[config.mk]
export PLATFORM = sky130hd
export DESIGN_NAME = sar_adc_control
export DESIGN_NICKNAME = d
export VERILOG_FILES = /design/src/hw/sar_adc_pkg.sv /design/src/hw/sar_adc_control.sv
export VERILOG_INCLUDE_DIRS = /design/src /design/src/hw
export SDC_FILE = /design/constraint.sdc
export NUM_CORES = 1
export LEC_CHECK = 0
export BUFFER_PORTS_ARGS = -buffer_cell sky130_fd_sc_hd__buf_4
export CORE_MARGIN = 1.5
export CORE_UTILIZATION = 52
export CTS_BUF_LIST = sky130_fd_sc_hd__clkbuf_8 sky130_fd_sc_hd__clkbuf_16
export DETAILED_ROUTE_END_ITERATION = 10
export GPL_TIMING_DRIVEN = 0
export PLACE_DENSITY = 0.8
export SLEW_MARGIN = 10
export SYNTH_ARGS = -nofsm -noshare
export SYNTH_HDL_FRONTEND = slang
export SYNTH_SLANG_ARGS = --single-unit
[constraint.sdc]
create_clock -name CLOCK -period 2.55 [get_ports CLOCK]
set_clock_uncertainty 0.05 [all_clocks]
set_input_delay 0.255 -clock CLOCK [delete_from_list [all_inputs] [get_ports CLOCK]]
set_output_delay 0.255 -clock CLOCK [all_outputs]
set_load 0.1 [all_outputs]
[src/hw/sar_adc_map.svh]
`ifndef SAR_ADC_MAP_SVH
`define SAR_ADC_MAP_SVH
// Notes on behaviour
// - selected input becomes an unsigned 8-bit code
// - code built by successive approximation on the held sample
// - software picks supply or channel 3 pin as positive reference
// - conversions go on in sleep only on the internal rc clock
// - clock select 00, 01, 10 give oscillator over 2, 8, 32
// - clock select 11 takes the internal rc oscillator
// - channel select bits 5-3 route channel n to the converter
// - small variant has five channels, large variant eight
// - on completion load result, clear start bit, set complete flag
// - clearing start bit aborts, result kept, 2 periods then acquire
// - one conversion lasts nine and a half bit periods
// - control bit 1 and config bits 7-3 read as zero
// - pin codes 000 to 011 pick analog pins and reference
// - codes 100, 101 use lines 0,1(,3); 11x all digital
// - analog-configured pins read as zero on the port
// - two bit periods pass after a conversion before acquiring

// ****************************************************************
// register indices (byte address is four times the index)
// ****************************************************************
`define CONV_CTRL_IDX    10'h01F
`define PIN_CFG_IDX      10'h09F
`define CONV_RESULT_IDX  10'h01E
`define CONV_STATUS_IDX  10'h020

// ****************************************************************
// field positions and reset values
// ****************************************************************
`define CTRL_CLK_HI      7
`define CTRL_CLK_LO      6
`define CTRL_CH_HI       5
`define CTRL_CH_LO       3
`define CTRL_GO_BIT      2
`define CTRL_PWR_BIT     0
`define CFG_HI           2
`define STAT_FLAG_BIT    0
`define STAT_BUSY_BIT    1
`define CTRL_RESET       8'h00
`define CFG_RESET        3'h0
`define RESULT_RESET     8'h00

// ****************************************************************
// timing in half bit periods and oscillator cycles
// ****************************************************************
`define CONV_HALF_TADS   5'h13
`define HOLD_HALF_TADS   5'h04
`define HALF_DIV2        5'h01
`define HALF_DIV8        5'h04
`define HALF_DIV32       5'h10

// ****************************************************************
// analog pin masks, bit n is channel n
// ****************************************************************
`define MASK_ALL         8'hFF
`define MASK_ALL_REF     8'hF7
`define MASK_PORTA       8'h1F
`define MASK_PORTA_REF   8'h17
`define MASK_THREE       8'h0B
`define MASK_TWO_REF     8'h03
`define MASK_NONE        8'h00
`define MASK_SMALL       8'h1F
`endif

[src/hw/sar_adc_pkg.sv]
package sar_adc_pkg;
    typedef enum logic [1:0] {
        ST_OFF  = 2'b00,
        ST_ACQ  = 2'b01,
        ST_CONV = 2'b10,
        ST_HOLD = 2'b11
    } conv_state_t;

    typedef enum logic [1:0] {
        CLK_DIV2  = 2'b00,
        CLK_DIV8  = 2'b01,
        CLK_DIV32 = 2'b10,
        CLK_RC    = 2'b11
    } conv_clk_t;
endpackage : sar_adc_pkg

[src/hw/sar_adc_control.sv]
`include "sar_adc_map.svh"
`timescale 1ns/1ps
`default_nettype none
module sar_adc_control
    import sar_adc_pkg::*;
#(
    parameter int LARGE_VARIANT = 1
) (
    input  wire logic        CLOCK,
    input  wire logic        RST,
    input  wire logic        PSEL,
    input  wire logic        PENABLE,
    input  wire logic        PWRITE,
    input  wire logic [11:0] PADDR,
    input  wire logic [31:0] PWDATA,
    output logic      [31:0] PRDATA,
    output logic             PREADY,
    output logic             PSLVERR,
    input  wire logic        RC_OSC,
    input  wire logic        SLEEP_IN,
    input  wire logic        COMP_IN,
    input  wire logic [7:0]  PORT_PIN_IN,
    output logic      [7:0]  PORT_READ,
    output logic      [7:0]  DAC_CODE,
    output logic             SAMPLE_EN,
    output logic      [2:0]  CHANNEL_ROUTE,
    output logic             CHANNEL_VALID,
    output logic             VREF_EXT_SEL,
    output logic      [7:0]  ANALOG_PIN_MASK,
    output logic             CONV_POWER,
    output logic             CONV_COMPLETE_FLAG
);

    // ****************************************************************
    // synchronisers for asynchronous inputs
    // ****************************************************************
    logic rc_s1_q, rc_s2_q, rc_s3_q;
    logic slp_s1_q, slp_s2_q;
    logic cmp_s1_q, cmp_s2_q;
    logic [7:0] pin_s1_q, pin_s2_q;

    always_ff @(posedge CLOCK) begin
        if (RST) begin
            rc_s1_q  <= 1'b0;
            rc_s2_q  <= 1'b0;
            rc_s3_q  <= 1'b0;
            slp_s1_q <= 1'b0;
            slp_s2_q <= 1'b0;
            cmp_s1_q <= 1'b0;
            cmp_s2_q <= 1'b0;
            pin_s1_q <= 8'h00;
            pin_s2_q <= 8'h00;
        end else begin
            rc_s1_q  <= RC_OSC;
            rc_s2_q  <= rc_s1_q;
            rc_s3_q  <= rc_s2_q;
            slp_s1_q <= SLEEP_IN;
            slp_s2_q <= slp_s1_q;
            cmp_s1_q <= COMP_IN;
            cmp_s2_q <= cmp_s1_q;
            pin_s1_q <= PORT_PIN_IN;
            pin_s2_q <= pin_s1_q;
        end
    end

    // ****************************************************************
    // registers and decode
    // ****************************************************************
    conv_clk_t   clk_sel_q;
    logic [2:0]  chan_q;
    logic        go_q;
    logic        pwr_q;
    logic [2:0]  cfg_q;
    logic [7:0]  result_q;
    logic        flag_q;
    conv_state_t state_q;
    logic [4:0]  half_cnt_q;
    logic [4:0]  div_cnt_q;
    logic [7:0]  sar_q;
    logic [7:0]  trial_q;
    logic [31:0] rdata_q;

    logic [9:0]  idx;
    logic        hit_ctrl, hit_cfg, hit_res, hit_stat, hit_any;
    logic        wr_en;
    logic        half_tick;
    logic        conv_end;
    logic        abort;
    logic [4:0]  half_div;
    logic [7:0]  cfg_mask;
    logic        cfg_ext;
    logic [7:0]  ctrl_rd;

    assign idx      = PADDR[11:2];
    assign hit_ctrl = (idx == `CONV_CTRL_IDX);
    assign hit_cfg  = (idx == `PIN_CFG_IDX);
    assign hit_res  = (idx == `CONV_RESULT_IDX);
    assign hit_stat = (idx == `CONV_STATUS_IDX);
    assign hit_any  = hit_ctrl | hit_cfg | hit_res | hit_stat;
    assign wr_en    = PSEL & PENABLE & PWRITE & hit_any;

    // zero-wait slave; unmapped addresses answer with an error
    assign PREADY  = 1'b1;
    assign PSLVERR = PSEL & PENABLE & ~hit_any;
    assign PRDATA  = rdata_q;

    // ****************************************************************
    // pin function decode
    // ****************************************************************
    always_comb begin
        cfg_ext  = 1'b0;
        cfg_mask = `MASK_NONE;
        unique case (cfg_q)
            3'h0: cfg_mask = `MASK_ALL;
            3'h1: begin
                cfg_mask = `MASK_ALL_REF;
                cfg_ext  = 1'b1;
            end
            3'h2: cfg_mask = `MASK_PORTA;
            3'h3: begin
                cfg_mask = `MASK_PORTA_REF;
                cfg_ext  = 1'b1;
            end
            3'h4: cfg_mask = `MASK_THREE;
            3'h5: begin
                cfg_mask = `MASK_TWO_REF;
                cfg_ext  = 1'b1;
            end
            3'h6, 3'h7: cfg_mask = `MASK_NONE;
        endcase
        if (LARGE_VARIANT == 0) begin
            cfg_mask = cfg_mask & `MASK_SMALL;
        end
    end

    // ****************************************************************
    // bit period timebase
    // ****************************************************************
    always_comb begin
        unique case (clk_sel_q)
            CLK_DIV2:  half_div = `HALF_DIV2;
            CLK_DIV8:  half_div = `HALF_DIV8;
            CLK_DIV32: half_div = `HALF_DIV32;
            CLK_RC:    half_div = `HALF_DIV2;
        endcase
    end

    // the system oscillator halts in sleep, so only rc ticks survive it
    always_ff @(posedge CLOCK) begin
        if (RST || div_cnt_q == half_div - 5'h01) begin
            div_cnt_q <= 5'h00;
        end else begin
            div_cnt_q <= div_cnt_q + 5'h01;
        end
    end

    always_comb begin
        if (clk_sel_q == CLK_RC) begin
            half_tick = rc_s2_q ^ rc_s3_q;
        end else begin
            half_tick = (div_cnt_q == half_div - 5'h01)
                        & ~slp_s2_q;
        end
    end

    assign conv_end = (state_q == ST_CONV) & half_tick
                      & (half_cnt_q == `CONV_HALF_TADS - 5'h01);
    assign abort    = (state_q == ST_CONV) & wr_en & hit_ctrl
                      & ~PWDATA[`CTRL_GO_BIT];

    // ****************************************************************
    // control register
    // ****************************************************************
    always_ff @(posedge CLOCK) begin
        if (RST) begin
            clk_sel_q <= CLK_DIV2;
            chan_q    <= 3'h0;
            pwr_q     <= 1'b0;
            cfg_q     <= `CFG_RESET;
        end else if (wr_en && hit_ctrl) begin
            clk_sel_q <= conv_clk_t'(PWDATA[`CTRL_CLK_HI:`CTRL_CLK_LO]);
            chan_q    <= PWDATA[`CTRL_CH_HI:`CTRL_CH_LO];
            pwr_q     <= PWDATA[`CTRL_PWR_BIT];
        end else if (wr_en && hit_cfg) begin
            cfg_q     <= PWDATA[`CFG_HI:0];
        end
    end

    // hardware clear on completion beats a software write that cycle
    always_ff @(posedge CLOCK) begin
        if (RST) begin
            go_q <= 1'b0;
        end else if (conv_end || !pwr_q) begin
            go_q <= 1'b0;
        end else if (wr_en && hit_ctrl) begin
            go_q <= PWDATA[`CTRL_GO_BIT];
        end
    end

    // ****************************************************************
    // sequencer
    // ****************************************************************
    always_ff @(posedge CLOCK) begin
        if (RST) begin
            state_q    <= ST_OFF;
            half_cnt_q <= 5'h00;
        end else if (!pwr_q) begin
            state_q    <= ST_OFF;
            half_cnt_q <= 5'h00;
        end else begin
            unique case (state_q)
                ST_OFF: begin
                    state_q    <= ST_ACQ;
                    half_cnt_q <= 5'h00;
                end
                ST_ACQ: begin
                    // a start during the hold-off waits here for its end
                    if (go_q) begin
                        state_q    <= ST_CONV;
                        half_cnt_q <= 5'h00;
                    end
                end
                ST_CONV: begin
                    if (conv_end || abort) begin
                        state_q    <= ST_HOLD;
                        half_cnt_q <= 5'h00;
                    end else if (half_tick) begin
                        half_cnt_q <= half_cnt_q + 5'h01;
                    end
                end
                ST_HOLD: begin
                    if (half_tick) begin
                        if (half_cnt_q == `HOLD_HALF_TADS - 5'h01) begin
                            state_q    <= ST_ACQ;
                            half_cnt_q <= 5'h00;
                        end else begin
                            half_cnt_q <= half_cnt_q + 5'h01;
                        end
                    end
                end
            endcase
        end
    end

    // ****************************************************************
    // successive approximation
    // ****************************************************************
    // decisions fall on even half periods 2..16; the comparator path
    // is synchronised, so tad shorter than four clocks loses accuracy
    always_ff @(posedge CLOCK) begin
        if (RST) begin
            sar_q   <= 8'h00;
            trial_q <= 8'h00;
        end else if (state_q != ST_CONV) begin
            sar_q   <= 8'h80;
            trial_q <= 8'h80;
        end else if (half_tick && !half_cnt_q[0] &&
                     half_cnt_q >= 5'h02 && half_cnt_q <= 5'h10) begin
            sar_q   <= (cmp_s2_q ? sar_q : (sar_q & ~trial_q))
                       | (trial_q >> 1);
            trial_q <= trial_q >> 1;
        end
    end

    // ****************************************************************
    // result and completion flag
    // ****************************************************************
    always_ff @(posedge CLOCK) begin
        if (RST) begin
            result_q <= `RESULT_RESET;
        end else if (conv_end) begin
            result_q <= sar_q;
        end else if (wr_en && hit_res) begin
            result_q <= PWDATA[7:0];
        end
    end

    // set wins over a software clear in the same cycle
    always_ff @(posedge CLOCK) begin
        if (RST) begin
            flag_q <= 1'b0;
        end else if (conv_end) begin
            flag_q <= 1'b1;
        end else if (wr_en && hit_stat && !PWDATA[`STAT_FLAG_BIT]) begin
            flag_q <= 1'b0;
        end
    end

    // ****************************************************************
    // read data, captured in the setup cycle
    // ****************************************************************
    always_comb begin
        ctrl_rd = {clk_sel_q, chan_q, go_q, 1'b0, pwr_q};
    end

    always_ff @(posedge CLOCK) begin
        if (RST) begin
            rdata_q <= 32'h00000000;
        end else if (PSEL && !PENABLE && !PWRITE) begin
            if (hit_ctrl) begin
                rdata_q <= {24'h000000, ctrl_rd};
            end else if (hit_cfg) begin
                rdata_q <= {29'h00000000, cfg_q};
            end else if (hit_res) begin
                rdata_q <= {24'h000000, result_q};
            end else if (hit_stat) begin
                rdata_q <= {28'h0000000, state_q,
                            (state_q == ST_CONV), flag_q};
            end else begin
                rdata_q <= 32'h00000000;
            end
        end
    end

    // ****************************************************************
    // analog front end and port outputs
    // ****************************************************************
    always_ff @(posedge CLOCK) begin
        if (RST) begin
            DAC_CODE        <= 8'h00;
            SAMPLE_EN       <= 1'b0;
            CHANNEL_ROUTE   <= 3'h0;
            CHANNEL_VALID   <= 1'b0;
            VREF_EXT_SEL    <= 1'b0;
            ANALOG_PIN_MASK <= `MASK_ALL;
            CONV_POWER      <= 1'b0;
            PORT_READ       <= 8'h00;
        end else begin
            DAC_CODE        <= sar_q;
            // switch open in conversion and hold-off holds the sample
            SAMPLE_EN       <= (state_q == ST_ACQ);
            CHANNEL_ROUTE   <= chan_q;
            CHANNEL_VALID   <= (LARGE_VARIANT != 0) ||
                               (chan_q <= 3'h4);
            VREF_EXT_SEL    <= cfg_ext;
            ANALOG_PIN_MASK <= cfg_mask;
            CONV_POWER      <= pwr_q;
            PORT_READ       <= pin_s2_q & ~cfg_mask;
        end
    end

    assign CONV_COMPLETE_FLAG = flag_q;

endmodule : sar_adc_control
`default_nettype wire

Word level (Yosys, flattened, before mapping)
Cells that the tools add are included.
Widths: inputs -> output; s select.
Word-level totals
  register bits after elaboration: 133
  input port bits: 60
  output and inout port bits: 66
  logic and storage cells: 149
Operators by class
  $add $sub $neg: 3
  order comparisons: 2
  eq/ne operators: 26
  muxes and demuxes: 29
  bitwise operators: 24
  reductions and logical operators: 33
Operators by type and width (count)
  $mux 8: 10
  $pmux 8 s7: 1
  $mux 5: 5
  $eq 10x5->1 const B: 2
  $pmux 5 s4: 1
  $and 8x8->8: 2
  $not 8->8: 2
  $pmux 5 s3: 1
  $eq 3x3->1 const B: 4
  $add 5x1->5 const B: 2
  $and 1x1->1: 10
  $eq 10x6->1 const B: 1
  $eq 10x8->1 const B: 1
  $logic_and 1x1->1: 10
  $ne 2x2->1 const B: 5
  $reduce_or 2->1: 5
  $eq 2x2->1 const B: 4
  $mux 2: 4
  $or 8x7->8: 1
  $pmux 2 s4: 1
  $eq 3x2->1 const B: 2
  $reduce_bool 2->1: 3
  $eq 5x2->1 const B: 1
  $eq 5x5->1: 1
  other kinds (20): 38

Longest topological paths before layout
Gate-level depths: netlist (run 1).
  depth after elaboration: 12
  depth in mapped cells: 9
  gate-level depth less buffers: 8

Worst setup path before layout (run 1)
OpenSTA, ideal clock, no wires.
  kind: input to output
  start point: input port PADDR[4]
  end point: output port PSLVERR
  data arrival time: 3.417 ns
  data required time: 2.245 ns
  slack: -1.172 ns
  cell stages on the path: 4
  buffers on the path: 1
  cell sequence: nor4_1 -> and4b_1 -> clkbuf_1 -> nor4_1
Between the ends
  cells in the longest elaborated chain, start to end: 6
  elaborated cells on any way between the ends: 9
  those cells by class: eq/ne (4); bitwise (5)
Ends and longest elaborated chain
  start: declaration: RTL line sar_adc_control.sv:14  | input wire logic [11:0] PADDR,
  $eq 10x5->1 (no source line) or $eq 10x8->1 (tied branches)
  $or 1x1->1 (2 in series): RTL line sar_adc_control.sv:99  | assign hit_any = hit_ctrl | hit_cfg | hit_res | hit_stat;
  $or 1x1->1 *: RTL line sar_adc_control.sv:99
  $not 1->1 *: RTL line sar_adc_control.sv:104  | assign PSLVERR = PSEL & PENABLE & ~hit_any;
  $and 1x1->1 *: RTL line sar_adc_control.sv:104
  end: declaration: RTL line sar_adc_control.sv:18  | output logic PSLVERR,
Every way passes the cells marked *; elsewhere a longest branch is shown, timed or not.

Final worst setup path (run 1)
  start point: register clk_sel_q[0]
  end point: register sar_q[5]
Between the ends
  cells in the longest elaborated chain, start to end: 10
  elaborated cells on any way between the ends: 13
  those cells by class: add/sub (1); eq/ne (4); mux (2); bitwise (1); reduce/logical (5)
Ends and longest elaborated chain
  start: declaration: RTL line sar_adc_control.sv:69  | conv_clk_t clk_sel_q;
  start signal: assignment: RTL line sar_adc_control.sv:181  | clk_sel_q <= conv_clk_t'(PWDATA[`CTRL_CLK_HI:`CTRL_CLK_LO]);
  $eq 2x2->1 or $logic_not 2->1 (tied branches): RTL line sar_adc_control.sv:140, sar_adc_control.sv:158
  $reduce_or 2->1 (no source line)
  $pmux 5 s3: RTL line sar_adc_control.sv:140  | unique case (clk_sel_q)
  $sub 5x1->5: RTL line sar_adc_control.sv:161  | half_tick = (div_cnt_q == half_div - 5'h01)
  $eq 5x5->1: RTL line sar_adc_control.sv:161
  $and 1x1->1: RTL line sar_adc_control.sv:162  | & ~slp_s2_q;
  $mux 1 *: RTL line sar_adc_control.sv:158  | if (clk_sel_q == CLK_RC) begin
  $logic_and 1x1->1 * (2 in series): RTL line sar_adc_control.sv:257  | end else if (half_tick && !half_cnt_q[0] &&
  $logic_and 1x1->1 *: RTL line sar_adc_control.sv:258  | half_cnt_q >= 5'h02 && half_cnt_q <= 5'h10) begin
  end signal: assignment: RTL line sar_adc_control.sv:259  | sar_q <= (cmp_s2_q ? sar_q : (sar_q & ~trial_q))
  end: declaration: RTL line sar_adc_control.sv:79  | logic [7:0] sar_q;
Every way passes the cells marked *; elsewhere a longest branch is shown, timed or not. The select of a mux whose other input is x is not followed.
A chain may end at the register's enable or synchronous reset.

==> impl_metrics.toml, run 1 <==
[status]
status = "completed"

[cells_and_area]
n_antenna_cell = 0
fin_area_mm2 = 0.00540
nets = 623
layout-drive-gt1-share = 0.272
syn_to_final_growth_pct = 22.9
layout.cells.non_filler = 663

[worst_setup_path]
worst_r2r_endpoint = "sar_q[5]"
worstPathArrival_ns = 2.59
r2r-start = "clk_sel_q[0]"
worstSetupEndpointType = "flop"
critPathKind = "flop to flop"
start_kind = "flop"
regToRegSetupSlack_ns = 0.16
cp.required_ns = 2.75
critPathMaxFanout = 10
rr_worst_depth = 10

[synthesis]
synthCells = 444
synth_area_leaders = "dfxtp_1, nor2b_1, buf_4, mux2i_1, nor2_1"
netlist_area_mm2 = 0.00440
yosysUniqueCellTypes = 54
ys_seq_elements = 105
synth_edf_count = 0
synth-main-ff-cell = "dfxtp_1"
ys_async_sr_fraction = 0
synth_warnings = 0
yosysTopAreaCell = "dfxtp_1"
syn_area_per_cell_um2 = 9.90
yosysSeqAreaShare = 0.478
yosysTopAreaCellShare = 0.478

[die]
start_util = 0.535
die-area_mm2 = 0.00901
die_h_um = 94.9
io_pins = 126
die_w_um = 94.9
core_mm2 = 0.00822
rows = 33

[clocking]
cts_sinks = 105
clk_latency_ns = 0.37
htree_num_levels = 3
postCtsHoldBufs = 0
path_clk_slew_ns = 0.10
cts_tree = "built"
cts_buffer_depth = 2
cts_buffers = 9
cts-root-buf = "clkbuf_8"

[drt]
drc = 0
routedWlPerCell_um = 13.8
drt-vias-per-instance = 5.09
wl_um = 9170
drt_iter0_markers = 139
drt_pass1_iterations = 5
antenna_left = 0
vias = 3375

[pwr]
power.density_mw_per_mm2 = 566
total_leakage_power_uw = 0.00228
swShare = 0.293
power_frac_seq = 0.547
vdd_drop_max_mv = 0.322
p_clk_frac = 0.328
p_switching_uw = 897
p_int_uw = 2160
p_comb_frac = 0.125

[timing]
tightest_slew_ns = 1.02
grt_setup_unrepaired = "false"
final_max_slew_viol_count = 0
fmax_ghz = 0.418
setup_violations = 0
post-route-min-period_ns = 2.39
timing.final.ws_setup_ns = 0.156
hold_ws_ns = 0.0399
max-slew-margin-rel = 0.314
hold_viol_final = 0
period_share = 0.939
setup_tns_ns = 0

[global_route]
globalRouteTotalUtil = 0.207
overflow = 0
grt_pass1_wl_um = 14400
grt_max_degree = 20
antenna_found_initial = 0
grt_pass1_vias = 3046

[placement]
placed_cells = 646
routabilityCongestion = 0.858
port_buffers = 74
hpwl_um = 6730
place_area_mm2 = 0.00517
preCtsSetupSlack_ns = -0.0277

[hold_path]
hold_path.startpoint = "PORT_PIN_IN[4]"
hold-path-endpoint = "pin_s1_q[4]"
whs_path_depth = 2
min_path_type = "input pin to flop"

[flow_run]
maxCapViolCount = 0
==> flip-flops by register name (all words and copies together) (netlist names), 2 cells and up <==
name,count
state_q,2
ANALOG_PIN_MASK,4
pin_s2_q,8
pin_s1_q,8
sar_q,8
PRDATA,8
half_cnt_q,5
cfg_q,3
trial_q,8
CHANNEL_ROUTE,3
clk_sel_q,2
DAC_CODE,8
PORT_READ,8
chan_q,3
div_cnt_q,5
result_q,8
==> logic make-up (layout without fill, tap and decap cells) <==
group,after synthesis,after routing,synth area share
fa+ha+maj,10,10,0.0285
simple gates,170,170,0.213
compound gates,71,71,0.138
buf+inv,60,151,0.0814
other cells,2,25,0.00171
xor+xnor,4,4,0.00797
flops,105,105,0.478
mux,22,22,0.0510
==> cells in the mapped netlist (2+ instances only) <==
master,number
mux2i_1,19
and4b_1,2
a211oi_2,8
a22oi_1,7
conb_1,2
nand3_1,15
and3_1,6
nor3b_1,9
o21ai_2,2
buf_6,3
ha_1,10
dfxtp_1,105
xor2_1,3
a222oi_1,3
o22ai_1,2
inv_1,13
a311oi_1,2
nor2b_1,40
nand2_1,33
clkbuf_1,14
and2_1,8
buf_4,29
o21ai_0,5
a211oi_1,7
nor4_1,4
mux2_2,3
a21oi_1,16
nor2_1,36
nand2b_1,8
nor3_1,3
o21ai_1,4
==> cell usage in the layout, fill, tap and decap left out, types with 4 or more instances in the layout <==
master	n
a211oi_1	7
a211oi_2	8
a21oi_1	16
a22oi_1	7
and2_1	8
and3_1	6
buf_4	103
buf_6	4
clkbuf_1	14
clkbuf_8	10
conb_1	25
dfxtp_1	104
ha_1	10
inv_1	13
mux2i_1	19
nand2_1	33
nand2b_1	8
nand3_1	15
nor2_1	36
nor2b_1	40
nor3b_1	9
o21ai_0	5
o21ai_1	4
==> metal layers <==
layer  vias to the layer above  track usage  share of wire  routed length, um
li1                       1681            -              -                  -
met1                      1554        0.268           0.43               3930
met2                       120        0.335           0.48               4400
met3                        20       0.0298          0.062                566
met4                         0        0.107          0.030                274
met5                         -            0              0                  0
==> power by group through the flow <==
stage / clock (uW) / combinational, uW / sequential [uW]
global route: 1100 / 400 / 1680
floorplan: 0 / 247 / 1760
detailed placement: 0 / 380 / 1710
global placement: 0 / 378 / 1710
CTS: 1020 / 382 / 1670
finish: 1000 / 384 / 1670
==> worst max path at each step <==
stage | start | endpoint
finish | clk_sel_q[0] | sar_q[5]
detailed placement | clk_sel_q[0] | state_q[1]
global placement | clk_sel_q[0] | sar_q[5]
CTS | clk_sel_q[0] | half_cnt_q[3]
global route | clk_sel_q[0] | sar_q[5]
floorplan | PADDR[8] | PSLVERR
==> metrics by stage <==
step	total power (uW)	util
floorplan	2010	-
CTS	3070	0.655
finish	3060	0.658
global placement	2090	0.630
detailed placement	2090	0.630
global route	3170	0.658
==> critical path, cell delays in order (launching register included) <==
cell	delay [ns]
dfxtp_2	0.37
inv_1	0.07
ha_1	0.23
nor3b_1	0.25
o211ai_2	0.14
a2111oi_4	0.40
buf_6	0.21
o21ai_2	0.13
buf_6	0.19
o21ai_1	0.16
a21oi_1	0.08
==> repair_timing <==
| item | CTS | global route |
|---|---|---|
| buffers inserted | 1 | 0 |
| resized for setup | 0 | 4 |
| gates cloned | 0 | 0 |
| endpoints found under the setup margin | 4 | 13 |
| pin swaps | 1 | 0 |
==> cell type report <==
| class | count | area (um2) |
|---|---|---|
| plain buffers | 47 | 309 |
| clock buffers | 10 | 138 |
| clock inverters | 6 | 58.8 |
| fillers | 680 | 2810 |
| inverters | 13 | 48.8 |
| multi-input cells | 302 | 2050 |
| flip-flops and latches | 105 | 2100 |
| well taps | 105 | 131 |
| repair buffers | 75 | 567 |
Power figures use the tool's default switching activity.
==> inputs of run 2 (changes only) <==
ABC_AREA = 1   (was not set)
SLEW_MARGIN = 15   (was 10)
==> run 2 against run 1 <==
Compared with the run above: combinational power up 2%; global-route usage grew 1.9 points; highest routed layer unchanged; synthesized area is 1.2% higher; non-clock buffer count decreased by 6.
==> impl_metrics.toml, run 2 <==
[drt]
wl_met3_um = 590
drt_iter0_markers = 246
wl_um = 9930
routed-wl-met2_um = 5060
m1WireLength_um = 4030
drt_pass1_iterations = 4
drt-vias-per-instance = 4.82
drc = 0
antenna_left = 0
routedWlPerCell_um = 12.5
top_layer = "met4"
vias = 3833

[pwr]
p_int_uw = 2150
p_clk_frac = 0.335
power.density_mw_per_mm2 = 572
vdd_drop_max_mv = 0.420
power_frac_seq = 0.540
p_comb_frac = 0.126
total_leakage_power_uw = 0.00241
swShare = 0.307
p_switching_uw = 953

[hold_path]
min_path_type = "input pin to flop"
hold_path.startpoint = "PORT_PIN_IN[6]"

[placement]
preCtsSetupSlack_ns = 0.383
routabilityCongestion = 0.861
port_buffers = 73
place_area_mm2 = 0.00522
hpwl_um = 7620

[synthesis]
synthTopCellsByCount = "nor2_1, dfxtp_1, nand2_1, inv_1, a21oi_1"
ys_seq_elements = 105
synth_edf_count = 0
synthCells = 579
synth_warnings = 0
ys_async_sr_fraction = 0
syn_area_per_cell_um2 = 7.68
yosysUniqueCellTypes = 40
yosysTopAreaCellShare = 0.472
synth-main-ff-cell = "dfxtp_1"
synth_most_common_cell = "nor2_1"
yosysTopAreaCell = "dfxtp_1"
netlist_area_mm2 = 0.00445
synth_area_leaders = "dfxtp_1, nor2_1, nand2_1, inv_1, buf_4"
yosysSeqAreaShare = 0.472

[cells_and_area]
layout-drive-gt1-share = 0.217
final_util = 0.657
n_antenna_cell = 0
nets = 756
fin_area_mm2 = 0.00542
mostFrequentLayoutCells = "nor2_1, dfxtp_1, buf_4"
final_common_cell = "nor2_1"
syn_to_final_growth_pct = 21.9

[die]
die_w_um = 95.5
start_util = 0.539
die_h_um = 95.5
die-area_mm2 = 0.00912
io_pins = 126
rows = 33
core_mm2 = 0.00826

[timing]
final_max_slew_viol_count = 0
setup_violations = 0
tightest_slew_ns = 0.763
fmax_ghz = 0.449
grt_setup_unrepaired = "false"
post-route-min-period_ns = 2.23
max-slew-margin-rel = 0.487
period_share = 0.873
timing.final.ws_setup_ns = 0.323
setup_tns_ns = 0
hold_viol_final = 0

[worst_setup_path]
r2r-start = "clk_sel_q[0]"
cp.required_ns = 2.77
worstPathArrival_ns = 2.44
critPathSlowestCell = "dfxtp_1"
cpMostUsedCell = "nand2_1"
path_buf_inv = 3
startpoint = "clk_sel_q[0]"
critPathKind = "flop to flop"
critPathTopFamily = "simple AND/OR/NAND/NOR gates"
critPathMaxFanout = 10
cp_cell_sequence = "inv_1 -> ha_1 -> inv_1 -> nand2_1 -> nand2_1 -> nand2_1 -> nand2_1 -> nand4_1 -> nand2_2 -> nand2_2 -> inv_2 -> nand2_1 -> o21ai_0 -> a21oi_1"
worstSetupEndpointType = "flop"
critPathMaxStageDelay_ns = 0.38
start_kind = "flop"

[clocking]
postCtsHoldBufs = 0
cts_resized = 0
cts_buffer_depth = 2
postCtsSetupRepairBufs = 0
cts_sinks = 105
path_clk_slew_ns = 0.11
cts_tree = "built"
clk_latency_ns = 0.38
cts-root-buf = "clkbuf_8"
htree_num_levels = 3
cts_buffers = 9

[global_route]
grt_pass1_wl_um = 15700
grt_pass1_vias = 3498
overflow = 0
globalRouteTotalUtil = 0.226
antenna_found_initial = 0
grt_max_degree = 22

[status]
status = "completed"

[flow_run]
maxCapViolCount = 0
[run 2: layer usage]
metal	global-route usage	vias to the layer above
li1	-	1984
met2	0.407	108
met5	0	-
met3	0.0447	23
met4	0.0993	0
met1	0.257	1718
[run 2: kinds of logic (layout without fill, tap and decap cells)]
family	after synthesis	in the layout	synth area share
compound gates	83	83	0.107
fa+ha+maj	10	10	0.0281
xor+xnor	2	2	0.00394
simple gates	250	250	0.251
buf+inv	127	216	0.136
flops	105	105	0.472
other cells	2	25	0.00169
[run 2: metrics by stage]
| step | power (uW) | hold slack, ns | instances |
|---|---|---|---|
| 3_3_place_gp | 2090 | 0.344 | 780 |
| 4_1_cts | 3120 | 0.0186 | 796 |
| 3_5_place_dp | 2100 | 0.342 | 780 |
| 5_1_grt | 3210 | 0.0201 | 796 |
| 6_report | 3100 | 0.0214 | 796 |
| 2_1_floorplan | 2010 | 0.312 | 602 |
[run 2: area by class of cell]
cell class	count	area (um2)
fillers	704	2840
flip-flops and latches	105	2100
multi-input cells	370	1830
repair buffers	73	548
inverters	84	315
plain buffers	43	292
well taps	105	131
clock buffers	9	124
clock inverters	7	78.8
[run 2: tightest hold or removal path, cell delays in order]
cell,delay [ns]
buf_4,0.08
inv_1,0.03
nor2_1,0.06
[run 2: power by group through the flow]
stage	sequential (uW)	clock (uW)	combinational, uW
6_report	1670	1040	390
5_1_grt	1680	1120	411
4_1_cts	1670	1060	387
3_5_place_dp	1710	0	386
3_3_place_gp	1710	0	382
2_1_floorplan	1750	0	265
[run 2: final timing paths]
path,to,slack (ns),cells after the start
worst max-delay path,sar_q[2],0.32,14
worst min-delay path,pin_s1_q[6],0.02,3
worst max register to register,sar_q[2],0.32,14
worst min register to register,pin_s2_q[4],0.35,2
==> inputs of run 3 (changes only) <==
CORE_MARGIN = 3   (was 1.5)
CORE_UTILIZATION = 49   (was 52)
PLACE_DENSITY = 0.76   (was 0.8)
==> run 3 against run 2 <==
Compared with the run above: worst hold slack improved by 0.0022 ns; largest power group unchanged; combinational power barely moved; sequential power barely moved; fmax rose by 4.4%; highest routed layer unchanged.
==> impl_metrics.toml, run 3 (synthesis gave the netlist of run 2 again) <==
[timing]
period_share = 0.836
setup_tns_ns = 0
setup_violations = 0
hold_viol_final = 0
fmax_ghz = 0.469
grt_setup_unrepaired = "false"
max-slew-margin-rel = 0.443
tightest_slew_ns = 0.828
final_max_slew_viol_count = 0
post-route-min-period_ns = 2.13
hold_ws_ns = 0.0236

[drt]
wl_um = 9940
drt_pass1_iterations = 5
drc = 0
drt_iter0_markers = 189
antenna_left = 0
m1WireLength_um = 4080
wl_met3_um = 723
top_layer = "met4"
routed-wl-met2_um = 4950
drt-vias-per-instance = 4.83
routedWlPerCell_um = 12.4
vias = 3861

[cells_and_area]
syn_to_final_growth_pct = 21.6
final_common_cell = "nor2_1"
nets = 756
layout.cells.non_filler = 799
n_antenna_cell = 0
mostFrequentLayoutCells = "nor2_1, dfxtp_1, buf_4"
fin_area_mm2 = 0.00541
final_util = 0.617
nFillCells = 787
layout-drive-gt1-share = 0.216

[clocking]
cts_buffers = 9
postCtsHoldBufs = 0
cts_sinks = 105
cts_tree = "built"
cts_resized = 0
clk_latency_ns = 0.37
cts_buffer_depth = 2
postCtsSetupRepairBufs = 0
path_clk_slew_ns = 0.11
htree_num_levels = 3
cts-root-buf = "clkbuf_8"

[placement]
routabilityCongestion = 0.941
place_area_mm2 = 0.00522
placed_cells = 783
port_buffers = 73
hpwl_um = 7740

[die]
io_pins = 126
die_h_um = 101
die_w_um = 101
rows = 34
die-area_mm2 = 0.0103
start_util = 0.508
core_mm2 = 0.00876

[flow_run]
maxCapViolCount = 0

[pwr]
power.density_mw_per_mm2 = 563
vdd_drop_max_mv = 0.355
total_leakage_power_uw = 0.00241

[worst_setup_path]
worstPathArrival_ns = 2.34
start_kind = "flop"
critPathKind = "flop to flop"
startpoint = "clk_sel_q[0]"
critPathMaxFanout = 10
cp.required_ns = 2.75
worstSetupEndpointType = "flop"
r2r-start = "clk_sel_q[0]"

[global_route]
antenna_found_initial = 0
overflow = 0
grt_pass1_vias = 3573
grt_pass1_wl_um = 16000
globalRouteTotalUtil = 0.194
grt_max_degree = 20

[hold_path]
hold_path.startpoint = "PORT_PIN_IN[5]"
min_path_type = "input pin to flop"

[status]
status = "completed"
run 3: worst max-delay path: stages, from the launching register on:
cell and delay, ns:
dfxtp_1 0.35, inv_1 0.11, ha_1 0.24, inv_1 0.08
nand2_1 0.08, nand2_1 0.08, nand2_1 0.05, nand2_1 0.07
nand4_1 0.10, nand2_2 0.15, nand2_2 0.17, inv_2 0.16
nand2_1 0.11, o21ai_0 0.16, a21oi_1 0.08
run 3: per-layer routing:
metal / up-vias / track usage
met2: 127 / 0.340
li1: 1985 / -
met4: 0 / 0.0624
met5: - / 0
met1: 1730 / 0.235
met3: 19 / 0.0455
run 3: path summary, 6_finish.rpt:
kind	to	slack [ns]	cells after the start
setup / recovery	sar_q[3]	0.42	14
hold reg to reg	pin_s2_q[2]	0.36	2
setup reg to reg	sar_q[3]	0.42	14
hold / removal	pin_s1_q[5]	0.02	3
run 3: layout make-up:
type                    instances  area (um2)  share of cell area
clock inverters                 7        61.3              0.0113
clock buffers                   9         124              0.0229
repair buffers                 73         548               0.101
inverters                      84         315              0.0583
plain buffers                  43         292              0.0539
flip-flops and latches        105        2100               0.389
multi-input cells             370        1830               0.339
well taps                     108         135              0.0250
run 3: power by group:
group,internal [uW],leakage (uW),switching [uW],total (uW)
clock,376,0.0000994,606,982
combinational,90.8,0.00146,298,389
sequential,1660,0.000852,9.77,1670
run 3: through the flow:
step	setup slack (ns)	power (uW)
6_report	0.417	3040
5_1_grt	0.257	3150
4_1_cts	0.439	3070
3_5_place_dp	0.461	2100
3_3_place_gp	0.517	2090
2_1_floorplan	0.281	2010
